## config.mk

```make
export PLATFORM = sky130hd
export DESIGN_NAME = goc_ctrl
export DESIGN_NICKNAME = d
export VERILOG_FILES = /design/src/core/goc_pkg.sv /design/src/core/goc_ctrl.sv
export SDC_FILE = /design/constraint.sdc
export NUM_CORES = 1
export LEC_CHECK = 0
export BUFFER_PORTS_ARGS = -buffer_cell sky130_fd_sc_hd__buf_4
export CORE_MARGIN = 2
export CORE_UTILIZATION = 45
export DETAILED_ROUTE_END_ITERATION = 12
export HOLD_SLACK_MARGIN = 0.05
export PLACE_DENSITY = 0.7
export REMOVE_ABC_BUFFERS = 1
export SYNTH_ARGS = -nofsm -noshare
export SYNTH_HDL_FRONTEND = slang
export SYNTH_SLANG_ARGS = --single-unit
```

## constraint.sdc

```tcl
create_clock -name i_ref_clk -period 3.9 [get_ports i_ref_clk]
set_input_delay 0.585 -clock i_ref_clk [delete_from_list [all_inputs] [get_ports i_ref_clk]]
set_output_delay 0.585 -clock i_ref_clk [all_outputs]
set_load 0.02 [all_outputs]
```

## src/core/goc_pkg.sv

```systemverilog
// Package for the gate operator controller: timing constants, states, carriers.
// Assumes a single 125 MHz clock and presets already digitised to whole seconds.
package goc_pkg;

   // ************************************************************
   // Timebase
   // ************************************************************
   localparam int unsigned CLK_HZ = 125000000;
   localparam int unsigned TICK_MS = 100;
   localparam int unsigned TICK_CYCLES = CLK_HZ / 1000 * TICK_MS;
   localparam int unsigned TICK_W = 24;
   localparam int unsigned TICKS_PER_S = 1000 / TICK_MS;

   // ************************************************************
   // Delays in timebase ticks
   // ************************************************************
   localparam int unsigned PREWARN_MS = 2000;
   localparam int unsigned UNLOCK_MS = 1000;
   localparam int unsigned REV_LONG_MS = 3000;
   localparam int unsigned REV_SHORT_MS = 1500;
   localparam int unsigned BACKOFF_MS = 500;
   localparam logic [10:0] PREWARN_TICKS = 11'(PREWARN_MS / TICK_MS);
   localparam logic [10:0] UNLOCK_TICKS = 11'(UNLOCK_MS / TICK_MS);
   localparam logic [10:0] REV_LONG_TICKS = 11'(REV_LONG_MS / TICK_MS);
   localparam logic [10:0] REV_SHORT_TICKS = 11'(REV_SHORT_MS / TICK_MS);
   localparam logic [10:0] BACKOFF_TICKS = 11'(BACKOFF_MS / TICK_MS);

   // ************************************************************
   // Preset ranges in seconds
   // ************************************************************
   localparam logic [6:0] AUTO_CLOSE_MIN_S = 7'd0;
   localparam logic [6:0] AUTO_CLOSE_MAX_S = 7'd124;
   localparam logic [6:0] MAX_RUN_MIN_S = 7'd15;
   localparam logic [6:0] MAX_RUN_MAX_S = 7'd100;

   // ************************************************************
   // Configuration switch positions
   // ************************************************************
   localparam int unsigned SW_AUTO_CLOSE = 0;
   localparam int unsigned SW_PREWARN = 1;
   localparam int unsigned SW_FOUR_STEP = 2;
   localparam int unsigned SW_LEFT_HAND = 3;
   localparam int unsigned SW_SOL_LOCK = 4;
   localparam int unsigned SW_LONG_REV = 5;
   localparam int unsigned SW_UNUSED = 6;
   localparam int unsigned SW_SLAVE = 7;

   // ************************************************************
   // Types
   // ************************************************************
   typedef enum logic [7:0] {
      GOC_IDLE    = 8'h01,
      GOC_WARN    = 8'h02,
      GOC_UNLOCK  = 8'h04,
      GOC_RUN     = 8'h08,
      GOC_REVWAIT = 8'h10,
      GOC_BACKOFF = 8'h20,
      GOC_HALT    = 8'h40,
      GOC_LOCKOUT = 8'h80
   } goc_state_e;

   typedef struct packed {
      logic open_cmd;
      logic close_cmd;
      logic stop_cmd;
      logic single_btn;
      logic reverse;
      logic open_obstr;
      logic close_obstr;
      logic hold_open;
   } goc_cmd_s;

   typedef struct packed {
      logic open_limit_switch;
      logic close_limit_switch;
      logic open_sense_trip;
      logic close_sense_trip;
   } goc_sense_s;

   localparam int unsigned CMD_W = $bits(goc_cmd_s);
   localparam int unsigned SENSE_W = $bits(goc_sense_s);

endpackage

```

## src/core/goc_ctrl.sv

```systemverilog
// Gate operator controller: sequences gate motion from stations, limits and sensors.
// Assumes pin inputs are clean contacts, active high, asynchronous to the clock.
//
// Behaviour
// - Auto-close after 0..124 s preset when open.
// - Auto-close only with switch one on.
// - Max-run countdown restarts on every start.
// - Max-run expiry (15..100 s) stops motor.
// - Max-run expiry locks out, sounds alarm.
// - Open sense trip acts only while opening.
// - Close sense trip acts only while closing.
// - Switch two: warning two seconds early.
// - Switch two off: warning only while running.
// - Switch three: open-stop-close-stop cycle.
// - Switch three off: open, or close when open.
// - Switch four swaps motor rotation for hand.
// - Switch five: unlock, wait one second.
// - Reversal pause three or 1.5 seconds.
// - Switch six disables DC brake.
// - Switch eight selects slave role.
// - Slave follows master motion commands.
// - Limit of travel direction removes drive.
// - Switch seven has no effect.
// - Reverse while closing travels fully open.
// - Obstruction stops, backs off, needs command.
// - Second obstruction before a limit locks out.
// - Hold-open keeps gate open, no closing.
`timescale 1ns/10ps
module goc_ctrl
   import goc_pkg::*;
(
   input wire logic i_ref_clk,
   input wire logic i_rst_n,
   input wire goc_cmd_s i_cmd,
   input wire goc_sense_s i_sense,
   input wire logic [7:0] i_dip,
   input wire logic [6:0] i_auto_close_s,
   input wire logic [6:0] i_max_run_s,
   input wire logic i_master_open,
   input wire logic i_master_close,
   output logic o_motor_fwd,
   output logic o_motor_rev,
   output logic o_warn,
   output logic o_lock_release,
   output logic o_brake_en,
   output logic o_alarm,
   output logic o_lockout,
   output logic o_slave_open,
   output logic o_slave_close,
   output logic o_at_open,
   output logic o_at_close
);

   // ************************************************************
   // Input synchronisers
   // ************************************************************
   localparam int unsigned IN_W = CMD_W + SENSE_W + 10;
   logic [IN_W-1:0] meta_r;
   logic [IN_W-1:0] sync_r;
   always_ff @(posedge i_ref_clk) begin
      if (!i_rst_n) begin
         meta_r <= '0;
         sync_r <= '0;
      end else begin
         meta_r <= {i_cmd, i_sense, i_dip, i_master_open, i_master_close};
         sync_r <= meta_r;
      end
   end
   goc_cmd_s cmd;
   goc_sense_s sense;
   logic [7:0] dip;
   logic m_open;
   logic m_close;
   assign {cmd, sense, dip, m_open, m_close} = sync_r;

   // Momentary commands act on their rising edge; levels act directly.
   goc_cmd_s cmd_d_r;
   always_ff @(posedge i_ref_clk) begin
      if (!i_rst_n) begin
         cmd_d_r <= '0;
      end else begin
         cmd_d_r <= cmd;
      end
   end
   logic open_ev;
   logic close_ev;
   logic btn_ev;
   logic stop_lvl;
   assign open_ev = cmd.open_cmd & ~cmd_d_r.open_cmd;
   assign close_ev = cmd.close_cmd & ~cmd_d_r.close_cmd;
   assign btn_ev = cmd.single_btn & ~cmd_d_r.single_btn;
   assign stop_lvl = cmd.stop_cmd;

   // ************************************************************
   // Timebase
   // ************************************************************
   logic [TICK_W-1:0] div_r;
   logic tick;
   assign tick = (div_r == TICK_W'(TICK_CYCLES - 1));
   always_ff @(posedge i_ref_clk) begin
      if (!i_rst_n) begin
         div_r <= '0;
      end else begin
         div_r <= tick ? '0 : div_r + 1'b1;
      end
   end

   // ************************************************************
   // Position, direction and state
   // ************************************************************
   goc_state_e state_r;
   logic dir_open_r;        // Direction of the pending or current run.
   logic last_open_r;       // Direction of the last motor run, for reversal pause.
   logic ran_r;
   logic at_open_r;
   logic at_close_r;
   logic obstr_once_r;
   logic ac_block_r;
   logic [1:0] step_r;
   logic [10:0] dly_r;
   logic [9:0] run_r;
   logic [10:0] ac_r;
   logic running;
   logic slave;
   logic open_lim;
   logic close_lim;
   logic obstr_hit;
   logic max_exp;

   assign running = (state_r == GOC_RUN) || (state_r == GOC_BACKOFF);
   assign slave = dip[SW_SLAVE];
   assign open_lim = sense.open_limit_switch;
   assign close_lim = sense.close_limit_switch;
   // Sense trips share the obstruction path and count only in their own direction.
   assign obstr_hit = (state_r == GOC_RUN) &&
      (dir_open_r ? (cmd.open_obstr | sense.open_sense_trip)
                  : (cmd.close_obstr | sense.close_sense_trip));
   assign max_exp = (state_r == GOC_RUN) && (run_r == '0);

   // Requested new motion, resolved from every command source.
   logic want_open;
   logic want_close;
   logic want_stop;
   always_comb begin
      want_open = 1'b0;
      want_close = 1'b0;
      want_stop = 1'b0;
      if (slave) begin
         want_open = m_open & ~running;
         want_close = m_close & ~running & ~m_open;
      end else begin
         want_open = open_ev | (cmd.hold_open & ~at_open_r);
         want_close = close_ev;
         if (btn_ev) begin
            if (dip[SW_FOUR_STEP]) begin
               case (step_r)
                  2'd0: want_open = 1'b1;
                  2'd2: want_close = 1'b1;
                  default: want_stop = 1'b1;
               endcase
            end else if (at_open_r) begin
               want_close = 1'b1;
            end else begin
               want_open = 1'b1;
            end
         end
         if (cmd.reverse && running && !dir_open_r) begin
            want_open = 1'b1;
         end
         if (cmd.hold_open) begin
            want_close = 1'b0;
         end
      end
      if (want_open) begin
         want_close = 1'b0;
      end
   end

   logic go_req;
   logic go_open;
   assign go_req = (want_open && !(dir_open_r && running) && !at_open_r) ||
                   (want_close && !(!dir_open_r && running) && !at_close_r);
   assign go_open = want_open;

   // Delay before motor drive: reversal pause, then prewarn, then unlock.
   logic [10:0] rev_ticks;
   assign rev_ticks = dip[SW_LONG_REV] ? REV_LONG_TICKS : REV_SHORT_TICKS;

   // Auto-close expiry: preset in seconds scaled to ticks.
   logic ac_exp;
   assign ac_exp = dip[SW_AUTO_CLOSE] && at_open_r && !ac_block_r && (state_r == GOC_IDLE) &&
      !cmd.open_cmd && !cmd.reverse && !cmd.open_obstr && !cmd.close_obstr &&
      !cmd.hold_open && !slave && (ac_r == '0);

   // ************************************************************
   // Main sequencer
   // ************************************************************
   always_ff @(posedge i_ref_clk) begin
      if (!i_rst_n) begin
         state_r <= GOC_IDLE;
         dir_open_r <= 1'b1;
         last_open_r <= 1'b1;
         ran_r <= 1'b0;
         dly_r <= '0;
         obstr_once_r <= 1'b0;
      end else begin
         case (state_r)
            GOC_IDLE, GOC_HALT: begin
               if (!stop_lvl && (go_req || ac_exp)) begin
                  dir_open_r <= go_open;
                  if (ran_r && (go_open != last_open_r)) begin
                     dly_r <= rev_ticks;
                     state_r <= GOC_REVWAIT;
                  end else begin
                     dly_r <= PREWARN_TICKS;
                     state_r <= dip[SW_PREWARN] ? GOC_WARN : GOC_UNLOCK;
                     if (!dip[SW_PREWARN]) dly_r <= UNLOCK_TICKS;
                  end
               end
            end
            GOC_REVWAIT: begin
               if (stop_lvl) begin
                  state_r <= GOC_IDLE;
               end else if (tick) begin
                  if (dly_r <= 11'd1) begin
                     dly_r <= dip[SW_PREWARN] ? PREWARN_TICKS : UNLOCK_TICKS;
                     state_r <= dip[SW_PREWARN] ? GOC_WARN : GOC_UNLOCK;
                  end else begin
                     dly_r <= dly_r - 1'b1;
                  end
               end
            end
            GOC_WARN: begin
               if (stop_lvl) begin
                  state_r <= GOC_IDLE;
               end else if (tick) begin
                  if (dly_r <= 11'd1) begin
                     dly_r <= UNLOCK_TICKS;
                     state_r <= GOC_UNLOCK;
                  end else begin
                     dly_r <= dly_r - 1'b1;
                  end
               end
            end
            GOC_UNLOCK: begin
               if (stop_lvl) begin
                  state_r <= GOC_IDLE;
               end else if (!dip[SW_SOL_LOCK]) begin
                  state_r <= GOC_RUN;
               end else if (tick) begin
                  if (dly_r <= 11'd1) state_r <= GOC_RUN;
                  else dly_r <= dly_r - 1'b1;
               end
               last_open_r <= dir_open_r;
               ran_r <= 1'b1;
            end
            GOC_RUN: begin
               if ((dir_open_r && open_lim) || (!dir_open_r && close_lim)) begin
                  state_r <= GOC_IDLE;
                  obstr_once_r <= 1'b0;
               end else if (max_exp) begin
                  state_r <= GOC_LOCKOUT;
               end else if (obstr_hit) begin
                  if (obstr_once_r) begin
                     state_r <= GOC_LOCKOUT;
                  end else begin
                     obstr_once_r <= 1'b1;
                     dir_open_r <= ~dir_open_r;
                     last_open_r <= ~dir_open_r;
                     dly_r <= BACKOFF_TICKS;
                     state_r <= GOC_BACKOFF;
                  end
               end else if (stop_lvl || want_stop) begin
                  state_r <= GOC_IDLE;
               end else if (go_req) begin
                  dir_open_r <= go_open;
                  dly_r <= rev_ticks;
                  state_r <= GOC_REVWAIT;
               end
            end
            GOC_BACKOFF: begin
               if ((dir_open_r && open_lim) || (!dir_open_r && close_lim)) begin
                  state_r <= GOC_HALT;
               end else if (tick) begin
                  if (dly_r <= 11'd1) state_r <= GOC_HALT;
                  else dly_r <= dly_r - 1'b1;
               end
            end
            GOC_LOCKOUT: begin
               state_r <= GOC_LOCKOUT;
            end
            default: state_r <= GOC_IDLE;
         endcase
      end
   end

   // ************************************************************
   // Position, four-step cycle and auto-close disable
   // ************************************************************
   always_ff @(posedge i_ref_clk) begin
      if (!i_rst_n) begin
         at_open_r <= 1'b0;
         at_close_r <= 1'b0;
         step_r <= 2'd0;
         ac_block_r <= 1'b0;
      end else begin
         if (open_lim) at_open_r <= 1'b1;
         else if (running) at_open_r <= 1'b0;
         if (close_lim) at_close_r <= 1'b1;
         else if (running) at_close_r <= 1'b0;
         if (btn_ev && dip[SW_FOUR_STEP] && !slave) step_r <= step_r + 2'd1;
         if (obstr_hit) ac_block_r <= 1'b1;
         else if (go_req && state_r == GOC_HALT) ac_block_r <= 1'b0;
      end
   end

   // ************************************************************
   // Max-run and auto-close counters, in ticks
   // ************************************************************
   logic [6:0] max_s;
   assign max_s = (i_max_run_s < MAX_RUN_MIN_S) ? MAX_RUN_MIN_S :
                  (i_max_run_s > MAX_RUN_MAX_S) ? MAX_RUN_MAX_S : i_max_run_s;
   logic [6:0] ac_s;
   assign ac_s = (i_auto_close_s > AUTO_CLOSE_MAX_S) ? AUTO_CLOSE_MAX_S : i_auto_close_s;

   always_ff @(posedge i_ref_clk) begin
      if (!i_rst_n) begin
         run_r <= '0;
         ac_r <= '0;
      end else begin
         if (state_r == GOC_UNLOCK) run_r <= 10'(max_s * TICKS_PER_S);
         else if (state_r == GOC_RUN && tick && run_r != '0) run_r <= run_r - 1'b1;
         if (!at_open_r || state_r != GOC_IDLE || cmd.open_cmd || cmd.reverse ||
             cmd.hold_open || cmd.open_obstr || cmd.close_obstr) begin
            ac_r <= 11'(ac_s * TICKS_PER_S);
         end else if (tick && ac_r != '0) begin
            ac_r <= ac_r - 1'b1;
         end
      end
   end

   // ************************************************************
   // Outputs
   // ************************************************************
   logic motor_on;
   assign motor_on = running;
   always_ff @(posedge i_ref_clk) begin
      if (!i_rst_n) begin
         o_motor_fwd <= 1'b0;
         o_motor_rev <= 1'b0;
         o_warn <= 1'b0;
         o_lock_release <= 1'b0;
         o_brake_en <= 1'b0;
         o_alarm <= 1'b0;
         o_lockout <= 1'b0;
         o_slave_open <= 1'b0;
         o_slave_close <= 1'b0;
         o_at_open <= 1'b0;
         o_at_close <= 1'b0;
      end else begin
         // Hand swaps rotation, never the sense of open and close.
         o_motor_fwd <= motor_on && (dir_open_r ^ dip[SW_LEFT_HAND]);
         o_motor_rev <= motor_on && !(dir_open_r ^ dip[SW_LEFT_HAND]);
         o_warn <= motor_on || (state_r == GOC_WARN) ||
                   (dip[SW_PREWARN] && state_r == GOC_UNLOCK);
         o_lock_release <= dip[SW_SOL_LOCK] && (state_r == GOC_UNLOCK || motor_on);
         o_brake_en <= !dip[SW_LONG_REV] && !motor_on;
         o_alarm <= (state_r == GOC_LOCKOUT);
         o_lockout <= (state_r == GOC_LOCKOUT);
         o_slave_open <= !slave && motor_on && dir_open_r;
         o_slave_close <= !slave && motor_on && !dir_open_r;
         o_at_open <= at_open_r;
         o_at_close <= at_close_r;
      end
   end
   // Switch seven is synchronised with the rest but deliberately read by nothing.

endmodule // goc_ctrl

```

Yosys cells after proc, flatten, opt, wreduce, memory -nomap -nowiden
Index checks and enable logic that the tools add are counted.

word-level totals
  flip-flop bits (word level) = 130
  output and inout bits = 11
  word-level logic and storage cells = 279

operators by class
  $add $sub $neg = 5
  magnitude comparators = 4
  equality and inequality tests = 37
  bitwise operators = 19
  muxes and demuxes = 90
  reductions and logical operators = 92
  multiply operators = 2

operators with widths
  cell                                                                     number
  11-bit two-way mux                                                       20
  8-bit two-way mux                                                        20
  11-bit case mux with 6 select lines                                      1
  8-bit case mux with 7 select lines                                       1
  1-bit logical AND                                                        38
  1-bit two-way mux                                                        36
  24-bit by 1-bit adder with 24-bit output (second input constant)         1
  24-bit equality test (second input constant)                             1
  2-bit != test (second input constant)                                    12
  11-bit by 1-bit subtractor with 11-bit output (second input constant)    2
  7-bit two-way mux                                                        3
  3-bit != test (second input constant)                                    7
  10-bit two-way mux                                                       2
  5-bit two-way mux                                                        4
  1-bit zero test                                                          16
  2-bit nonzero test                                                       8
  7-bit > comparator (second input constant)                               2
  1-bit logical OR                                                         14
  14-bit AND reduction                                                     1
  11-bit by 1-bit <= comparator with 1-bit output (second input constant)  1
  11-bit zero test                                                         1
  11-bit nonzero test                                                      1
  10-bit zero test                                                         1
  7-bit by 3-bit multiplier with 10-bit output (second input constant)     1
  34 further kinds                                                         55

Depth between registers and ports, before layout
  depth after elaboration = 18
  mapped depth = 13

Worst setup path before layout
Ideal clock, no wire load.

  path kind = input port to flip-flop
  start = input port i_max_run_s[6]
  end = register run_r[8]
  setup slack = 1091 ps
  library setup time = 132 ps
  required time = 3768 ps
  arrival = 2677 ps
  stages on the path = 12
  path buffers = 0
  path through = or3_1 a41oi_1 a21o_1 ha_1 ha_1 fa_1 a21oi_1 nor2_1 nor2_1 xnor2_1 o21ai_0 a21oi_1

on the way
  word-level cells in the longest chain between the ends = 5
  elaborated cells on any way between the ends = 6
  classes of those cells = 1 x mul; 2 x order compare; 3 x mux

RTL lines
  item                                             line             RTL
  from (decl)                                      goc_ctrl.sv:38   input wire logic [6:0] i_max_run_s,
  7-bit > comparator                               goc_ctrl.sv:322  (i_max_run_s > MAX_RUN_MAX_S) ? MAX_RUN_MAX_S : i_max_run_s;
  7-bit two-way mux                                goc_ctrl.sv:322
  7-bit two-way mux (*)                            goc_ctrl.sv:321  assign max_s = (i_max_run_s < MAX_RUN_MIN_S) ? MAX_RUN_MIN_S :
  7-bit by 3-bit multiplier with 9-bit output (*)  goc_ctrl.sv:331  if (state_r == GOC_UNLOCK) run_r <= 10'(max_s * TICKS_PER_S);
  10-bit two-way mux (*)                           goc_ctrl.sv:331
  to (signal assigned)                             goc_ctrl.sv:331
  to (signal assigned)                             goc_ctrl.sv:332  else if (state_r == GOC_RUN && tick && run_r != '0) run_r <= run_r - 1'b1;
  to (decl)                                        goc_ctrl.sv:121  logic [9:0] run_r;

Mark *: on every way between the ends. The rest lies on a longest branch, timed or not.
A chain may end at the register's enable or synchronous reset.

Worst setup path in the final report
  start = register state_r[4]
  end = register dly_r[0]

on the way
  word-level cells in the longest chain between the ends = 14
  elaborated cells on any way between the ends = 63
  classes of those cells = 21 x eq/ne; 10 x mux; 4 x bitwise; 28 x reduce/logical

RTL lines
  item                                                                                                              line                                               RTL
  from (decl)                                                                                                       goc_ctrl.sv:111                                    goc_state_e state_r;
  from (signal assigned)                                                                                            goc_ctrl.sv:216                                    state_r <= dip[SW_PREWARN] ? GOC_WARN : GOC_UNLOCK;
  from (signal assigned)                                                                                            goc_ctrl.sv:227                                    state_r <= dip[SW_PREWARN] ? GOC_WARN : GOC_UNLOCK;
  8-bit by 4-bit equality test with 1-bit output or 8-bit by 6-bit equality test with 1-bit output (tied branches)  n/a
  1-bit logical OR                                                                                                  goc_ctrl.sv:130                                    assign running = (state_r == GOC_RUN) || (state_r == GOC_BACKOFF);
  1-bit NOT or 1-bit logical AND (tied branches)                                                                    goc_ctrl.sv:149, goc_ctrl.sv:150, goc_ctrl.sv:167
  1-bit bitwise AND or 1-bit logical AND (tied branches)                                                            goc_ctrl.sv:150, goc_ctrl.sv:167
  1-bit bitwise AND or 1-bit two-way mux (tied branches)                                                            goc_ctrl.sv:150, goc_ctrl.sv:167
  1-bit two-way mux                                                                                                 goc_ctrl.sv:148                                    if (slave) begin
  1-bit two-way mux                                                                                                 goc_ctrl.sv:174                                    if (want_open) begin
  1-bit logical AND (2 in series)                                                                                   goc_ctrl.sv:182                                    (want_close && !(!dir_open_r && running) && !at_close_r);
  1-bit logical OR                                                                                                  goc_ctrl.sv:181                                    assign go_req = (want_open && !(dir_open_r && running) && !at_open_r) ||
  1-bit logical OR                                                                                                  goc_ctrl.sv:209                                    if (!stop_lvl && (go_req || ac_exp)) begin
  1-bit logical AND                                                                                                 goc_ctrl.sv:209
  2-bit != test (no line)                                                                                           n/a
  14-bit AND reduction (no line)                                                                                    n/a
  to (signal assigned)                                                                                              goc_ctrl.sv:212                                    dly_r <= rev_ticks;
  to (signal assigned)                                                                                              goc_ctrl.sv:226                                    dly_r <= dip[SW_PREWARN] ? PREWARN_TICKS : UNLOCK_TICKS;
  to (signal assigned)                                                                                              goc_ctrl.sv:229                                    dly_r <= dly_r - 1'b1;
  to (decl)                                                                                                         goc_ctrl.sv:120                                    logic [10:0] dly_r;

Parallel ways exist; a longest one is shown, timed or not. The select of a mux whose other input is x is not followed.

==> metrics.txt <==
# TYPE chip_impl_metric gauge
chip_impl_metric{name="power.ir.vdd_worst",unit="mV"} 0.354
chip_impl_metric{name="synth.distinct_cells",unit=""} 78
chip_impl_metric{name="global_route_wire_length_before_repair",unit="mm"} 22.9
chip_impl_metric{name="final_min_period_over_clock_period",unit="%"} 76.7
chip_impl_metric{name="wirelength",unit="mm"} 13.4
chip_impl_metric{name="first_global_vias",unit=""} 4825
chip_impl_metric{name="clock_power_share",unit="%"} 37.0
chip_impl_metric{name="route.detailed.vias_per_inst",unit=""} 5.38
chip_impl_metric{name="grt_remaining_overflow",unit=""} 0
chip_impl_info{name="worst_path_dominant_cell_family",value="compound AO/OA/AOI/OAI gates"} 1
chip_impl_metric{name="cp_arrival",unit="ns"} 3.30
chip_impl_metric{name="drt_drc_violations_left",unit=""} 0
chip_impl_info{name="endpoint_kind",value="register"} 1
chip_impl_info{name="holdCritStartpoint",value="i_sense[0]"} 1
chip_impl_metric{name="detailedPlacementHpwl",unit="mm"} 9.38
chip_impl_info{name="crit_chain",value="nor4_2 -> a311oi_1 -> a211oi_2 -> mux2_2 -> a32oi_2 -> nor2_2 -> a311oi_1"} 1
chip_impl_metric{name="synth_area",unit="mm2"} 0.00654
chip_impl_metric{name="worst_path_largest_cell_delay",unit="ns"} 0.48
chip_impl_metric{name="switching_share",unit="%"} 32.7
chip_impl_metric{name="synth_enable_flop_cells",unit=""} 0
chip_impl_info{name="run_status",value="finished, final reports clean"} 1
chip_impl_info{name="cts_tree",value="done"} 1
chip_impl_metric{name="horiz_die_dim",unit="um"} 125
chip_impl_info{name="hp-class",value="in2reg"} 1
chip_impl_metric{name="total_number_of_clock_tree_sinks",unit=""} 128
chip_impl_info{name="crit-reg2reg-launch",value="state_r[4]$_SDFFE_PN0P_"} 1
chip_impl_metric{name="placementRows",unit=""} 44
chip_impl_metric{name="slew_violations",unit=""} 0
chip_impl_metric{name="worst-r2r-cell-count",unit=""} 7
chip_impl_metric{name="timing_hold_violations_final",unit=""} 0
chip_impl_metric{name="post_layout_net_count",unit=""} 852
chip_impl_metric{name="synth_warnings",unit=""} 0
chip_impl_metric{name="place.gp.congestion",unit=""} 0.897
chip_impl_metric{name="internal_power",unit="mW"} 2.79
chip_impl_info{name="yosys_most_used_dff",value="sky130_fd_sc_hd__dfxtp_1"} 1
chip_impl_metric{name="max_freq",unit="MHz"} 334
chip_impl_info{name="regToRegEndpoint",value="dly_r[0]$_SDFFE_PN0P_"} 1
chip_impl_metric{name="final.setup_skew",unit="ns"} 0.0123
chip_impl_metric{name="detailroute.via_count",unit=""} 5279
chip_impl_metric{name="core_area",unit="mm2"} 0.0144
chip_impl_metric{name="path_buf_inv",unit=""} 0
chip_impl_metric{name="avgRoutedWirePerCell",unit="um"} 13.6
chip_impl_metric{name="clockBufferDepth",unit=""} 2
chip_impl_metric{name="buffer_ports.inserted",unit=""} 47
chip_impl_info{name="worst-setup-path-type",value="reg2reg"} 1
chip_impl_info{name="critPathMostFrequentCell",value="sky130_fd_sc_hd__a311oi_1"} 1
chip_impl_metric{name="tritoncts.num_buffers",unit=""} 17
chip_impl_metric{name="timing.critical_path.fanout_max",unit=""} 14
chip_impl_metric{name="fp.dieH",unit="um"} 125
chip_impl_info{name="clk_root_buffer_cell",value="sky130_fd_sc_hd__clkbuf_16"} 1
chip_impl_metric{name="antenna_cells_inserted",unit=""} 0
chip_impl_info{name="holdPathEnd",value="meta_r[10]$_SDFF_PN0_"} 1
chip_impl_metric{name="grt.total_usage",unit="%"} 17.9
chip_impl_metric{name="tightestPinTransition",unit="ns"} 1.12
chip_impl_metric{name="syn_avg_cell_area",unit="um2"} 8.68
chip_impl_metric{name="drt-initial-drc-count",unit=""} 357
chip_impl_metric{name="number_of_fill_cells",unit=""} 1336
chip_impl_metric{name="post-place-ws",unit="ns"} 0.801
chip_impl_metric{name="fin_setup_tns",unit="ns"} 0
chip_impl_info{name="worst_setup_path_startpoint",value="state_r[4]$_SDFFE_PN0P_"} 1
chip_impl_metric{name="seq_cells_post_synth",unit=""} 128
chip_impl_metric{name="whs_path_depth",unit=""} 2
chip_impl_metric{name="layout_setup_ws",unit="ns"} 0.908
chip_impl_metric{name="cts_resized",unit=""} 0
chip_impl_metric{name="grt_antenna_before_repair",unit=""} 0
chip_impl_info{name="rsz0062_at_grt",value="no"} 1
chip_impl_metric{name="area_delta_synth_final",unit="%"} 15.6
chip_impl_metric{name="pin_count",unit=""} 49
chip_impl_metric{name="finalSetupViolations",unit=""} 0
chip_impl_metric{name="timing.final.crit_period",unit="ns"} 2.99
chip_impl_metric{name="part_of_the_power_in_registers",unit="%"} 36.7
chip_impl_metric{name="dieArea",unit="mm2"} 0.0155
chip_impl_metric{name="timing.reg2reg.setup_slack",unit="ns"} 0.91
chip_impl_metric{name="drt_first_pass_iters",unit=""} 5
chip_impl_metric{name="initial_core_utilization",unit="%"} 45.5
chip_impl_metric{name="switching_power",unit="mW"} 1.35
chip_impl_metric{name="grt_max_degree",unit=""} 48
chip_impl_metric{name="synth_cells",unit=""} 753
chip_impl_metric{name="slew_headroom",unit="%"} 25.5
chip_impl_metric{name="layout-drive-gt1-share",unit="%"} 14.5
chip_impl_metric{name="post-cts-setup-buffer-count",unit=""} 0
chip_impl_metric{name="power.share.combinational",unit="%"} 26.3
chip_impl_metric{name="cp.required",unit="ns"} 4.21
chip_impl_info{name="slowest_stage_cell_crit_path",value="sky130_fd_sc_hd__dfxtp_1"} 1
chip_impl_metric{name="power.density",unit="mW/mm2"} 548
chip_impl_metric{name="cts-hold-fix-buffers",unit=""} 0
chip_impl_metric{name="htree_levels",unit=""} 4
chip_impl_metric{name="max-cap-violations",unit=""} 0
chip_impl_metric{name="sequential_cell_area",unit="mm2"} 0.00256
chip_impl_info{name="setup.worst_path.start_class",value="register"} 1
chip_impl_metric{name="ys_seq_area_share",unit="%"} 39.2
chip_impl_metric{name="synth-async-reset-ratio",unit="%"} 0
chip_impl_metric{name="insertion_delay",unit="ns"} 0.42
chip_impl_metric{name="footprint_of_the_multi_input_gates",unit="mm2"} 0.00369
chip_impl_metric{name="cellLeakagePower",unit="nW"} 2.94
chip_impl_metric{name="clk_pin_slew_worst_paths",unit="ns"} 0.06
chip_impl_metric{name="antenna_left",unit=""} 0
==> placed cells by master, fill, tap and decap left out, types with 5 or more instances in the layout <==
master	n
sky130_fd_sc_hd__nand4_1	7
sky130_fd_sc_hd__and3_1	10
sky130_fd_sc_hd__or3_1	11
sky130_fd_sc_hd__buf_4	52
sky130_fd_sc_hd__or2_2	6
sky130_fd_sc_hd__xor2_1	29
sky130_fd_sc_hd__o21ai_1	7
sky130_fd_sc_hd__dfxtp_1	128
sky130_fd_sc_hd__or4_4	5
sky130_fd_sc_hd__ha_1	27
sky130_fd_sc_hd__nand3b_1	5
sky130_fd_sc_hd__inv_1	27
sky130_fd_sc_hd__nand3_1	21
sky130_fd_sc_hd__nand2_1	51
sky130_fd_sc_hd__clkbuf_16	17
sky130_fd_sc_hd__a21o_1	8
sky130_fd_sc_hd__a21oi_1	34
sky130_fd_sc_hd__o211ai_1	8
sky130_fd_sc_hd__nor4b_1	5
sky130_fd_sc_hd__nor2_1	78
sky130_fd_sc_hd__nor2b_1	7
sky130_fd_sc_hd__nand2b_1	8
sky130_fd_sc_hd__nor4_1	5
sky130_fd_sc_hd__a31oi_1	5
sky130_fd_sc_hd__or4_1	7
sky130_fd_sc_hd__nor3_1	20
sky130_fd_sc_hd__a311oi_1	5
sky130_fd_sc_hd__and2_1	53
sky130_fd_sc_hd__inv_6	6
sky130_fd_sc_hd__a211oi_1	13
sky130_fd_sc_hd__xnor2_1	25
sky130_fd_sc_hd__o21ai_0	24
==> synth_stat cells (all sizes together) (4+ instances only) <==
master	count	area [um2]
nor4	7	56.3
nor2b	7	43.8
a21oi	35	179
nor2	82	323
nor3	24	153
nand2	53	204
ha	27	338
nor4b	5	43.8
nand2b	8	50.1
and3	10	62.6
o211ai	8	60.1
or4	12	109
and2	53	332
nand3b	5	37.5
nand4b	4	35.0
buf	12	80.1
clkbuf	27	101
a21o	8	60.1
o21ai	32	164
dfxtp	128	2560
or3	11	68.8
a31oi	5	31.3
a311oi	6	58.8
xnor2	25	219
and4	4	35.0
or2	7	43.8
inv	27	101
nand4	7	43.8
nand3	21	105
xor2	29	254
mux2i	4	40.0
a211oi	14	110
==> final cells by class <==
type / count / share of cell area [%]
timing repair buffer: 52 / 5.17
clock inverter: 12 / 1.62
multi-input combinational: 559 / 48.9
sequential: 128 / 33.9
inverter: 27 / 1.34
clock buffer: 20 / 6.05
tap: 184 / 3.05
==> flip-flops by register name, indices dropped and copies added, names as in the netlist, 2 cells and up <==
| signal | cells |
|---|---|
| ac_r | 11 |
| cmd_d_r | 3 |
| div_r | 24 |
| dly_r | 11 |
| meta_r | 21 |
| run_r | 10 |
| state_r | 8 |
| step_r | 2 |
| sync_r | 21 |
==> metal layers <==
layer / track usage [%] / routed length (um) / part of all wire [%]
met1: 23.8 / 6420 / 48
met2: 27.7 / 6140 / 46
met3: 4.34 / 609 / 4.6
met4: 7.87 / 194 / 1.5
met5: 0 / 0 / 0
==> worst reg2reg max path, stage by stage, from the launching register on <==
cell,delay (ns)
sky130_fd_sc_hd__dfxtp_1,0.48
sky130_fd_sc_hd__nor4_2,0.41
sky130_fd_sc_hd__a311oi_1,0.17
sky130_fd_sc_hd__a211oi_2,0.45
sky130_fd_sc_hd__mux2_2,0.47
sky130_fd_sc_hd__a32oi_2,0.49
sky130_fd_sc_hd__nor2_2,0.17
sky130_fd_sc_hd__a311oi_1,0.24
==> cell families after synthesis <==
| logic type | share of synthesized area, % |
|---|---|
| xor+xnor | 7.24 |
| compound gates | 14.7 |
| mux | 0.957 |
| fa+ha+maj | 5.78 |
| buf+inv | 4.33 |
| flops | 39.2 |
| simple gates | 27.8 |
==> worst max path at each step <==
| stage | endpoint | slack (ns) | depth (start not counted) |
|---|---|---|---|
| finish | dly_r[0]$_SDFFE_PN0P_ | 0.91 | 7 |
| global route | dly_r[4]$_SDFFE_PN0P_ | 0.70 | 7 |
| CTS | dly_r[1]$_SDFFE_PN0P_ | 0.90 | 7 |
| detailed placement | run_r[8]$_SDFFE_PN0P_ | 0.80 | 13 |
| global placement | run_r[8]$_SDFFE_PN0P_ | 0.80 | 13 |
| floorplan | run_r[8]$_SDFFE_PN0P_ | 1.08 | 12 |
==> per-stage QoR <==
step                      hold slack [ns]  area (um2)  utilization [%]  total power [mW]  instances
after floorplan                     0.401        6350                -              2.33        714
after global placement              0.410        6980             48.5              2.61        950
after detailed placement            0.414        6980             48.5              2.62        950
after CTS                           0.352        7550             52.6              4.16        982
after global routing                0.358        7550             52.6              4.36        982
final                               0.367        7550             52.6              4.14        982
==> power groups by stage <==
stage / clock (mW) / combinational [mW] / sequential (mW)
floorplan: 0 / 0.815 / 1.52
global placement: 0 / 1.07 / 1.54
detailed placement: 0 / 1.08 / 1.55
CTS: 1.56 / 1.08 / 1.52
global route: 1.63 / 1.20 / 1.53
finish: 1.53 / 1.09 / 1.52
No activity file was read; power rests on OpenSTA's default activity.
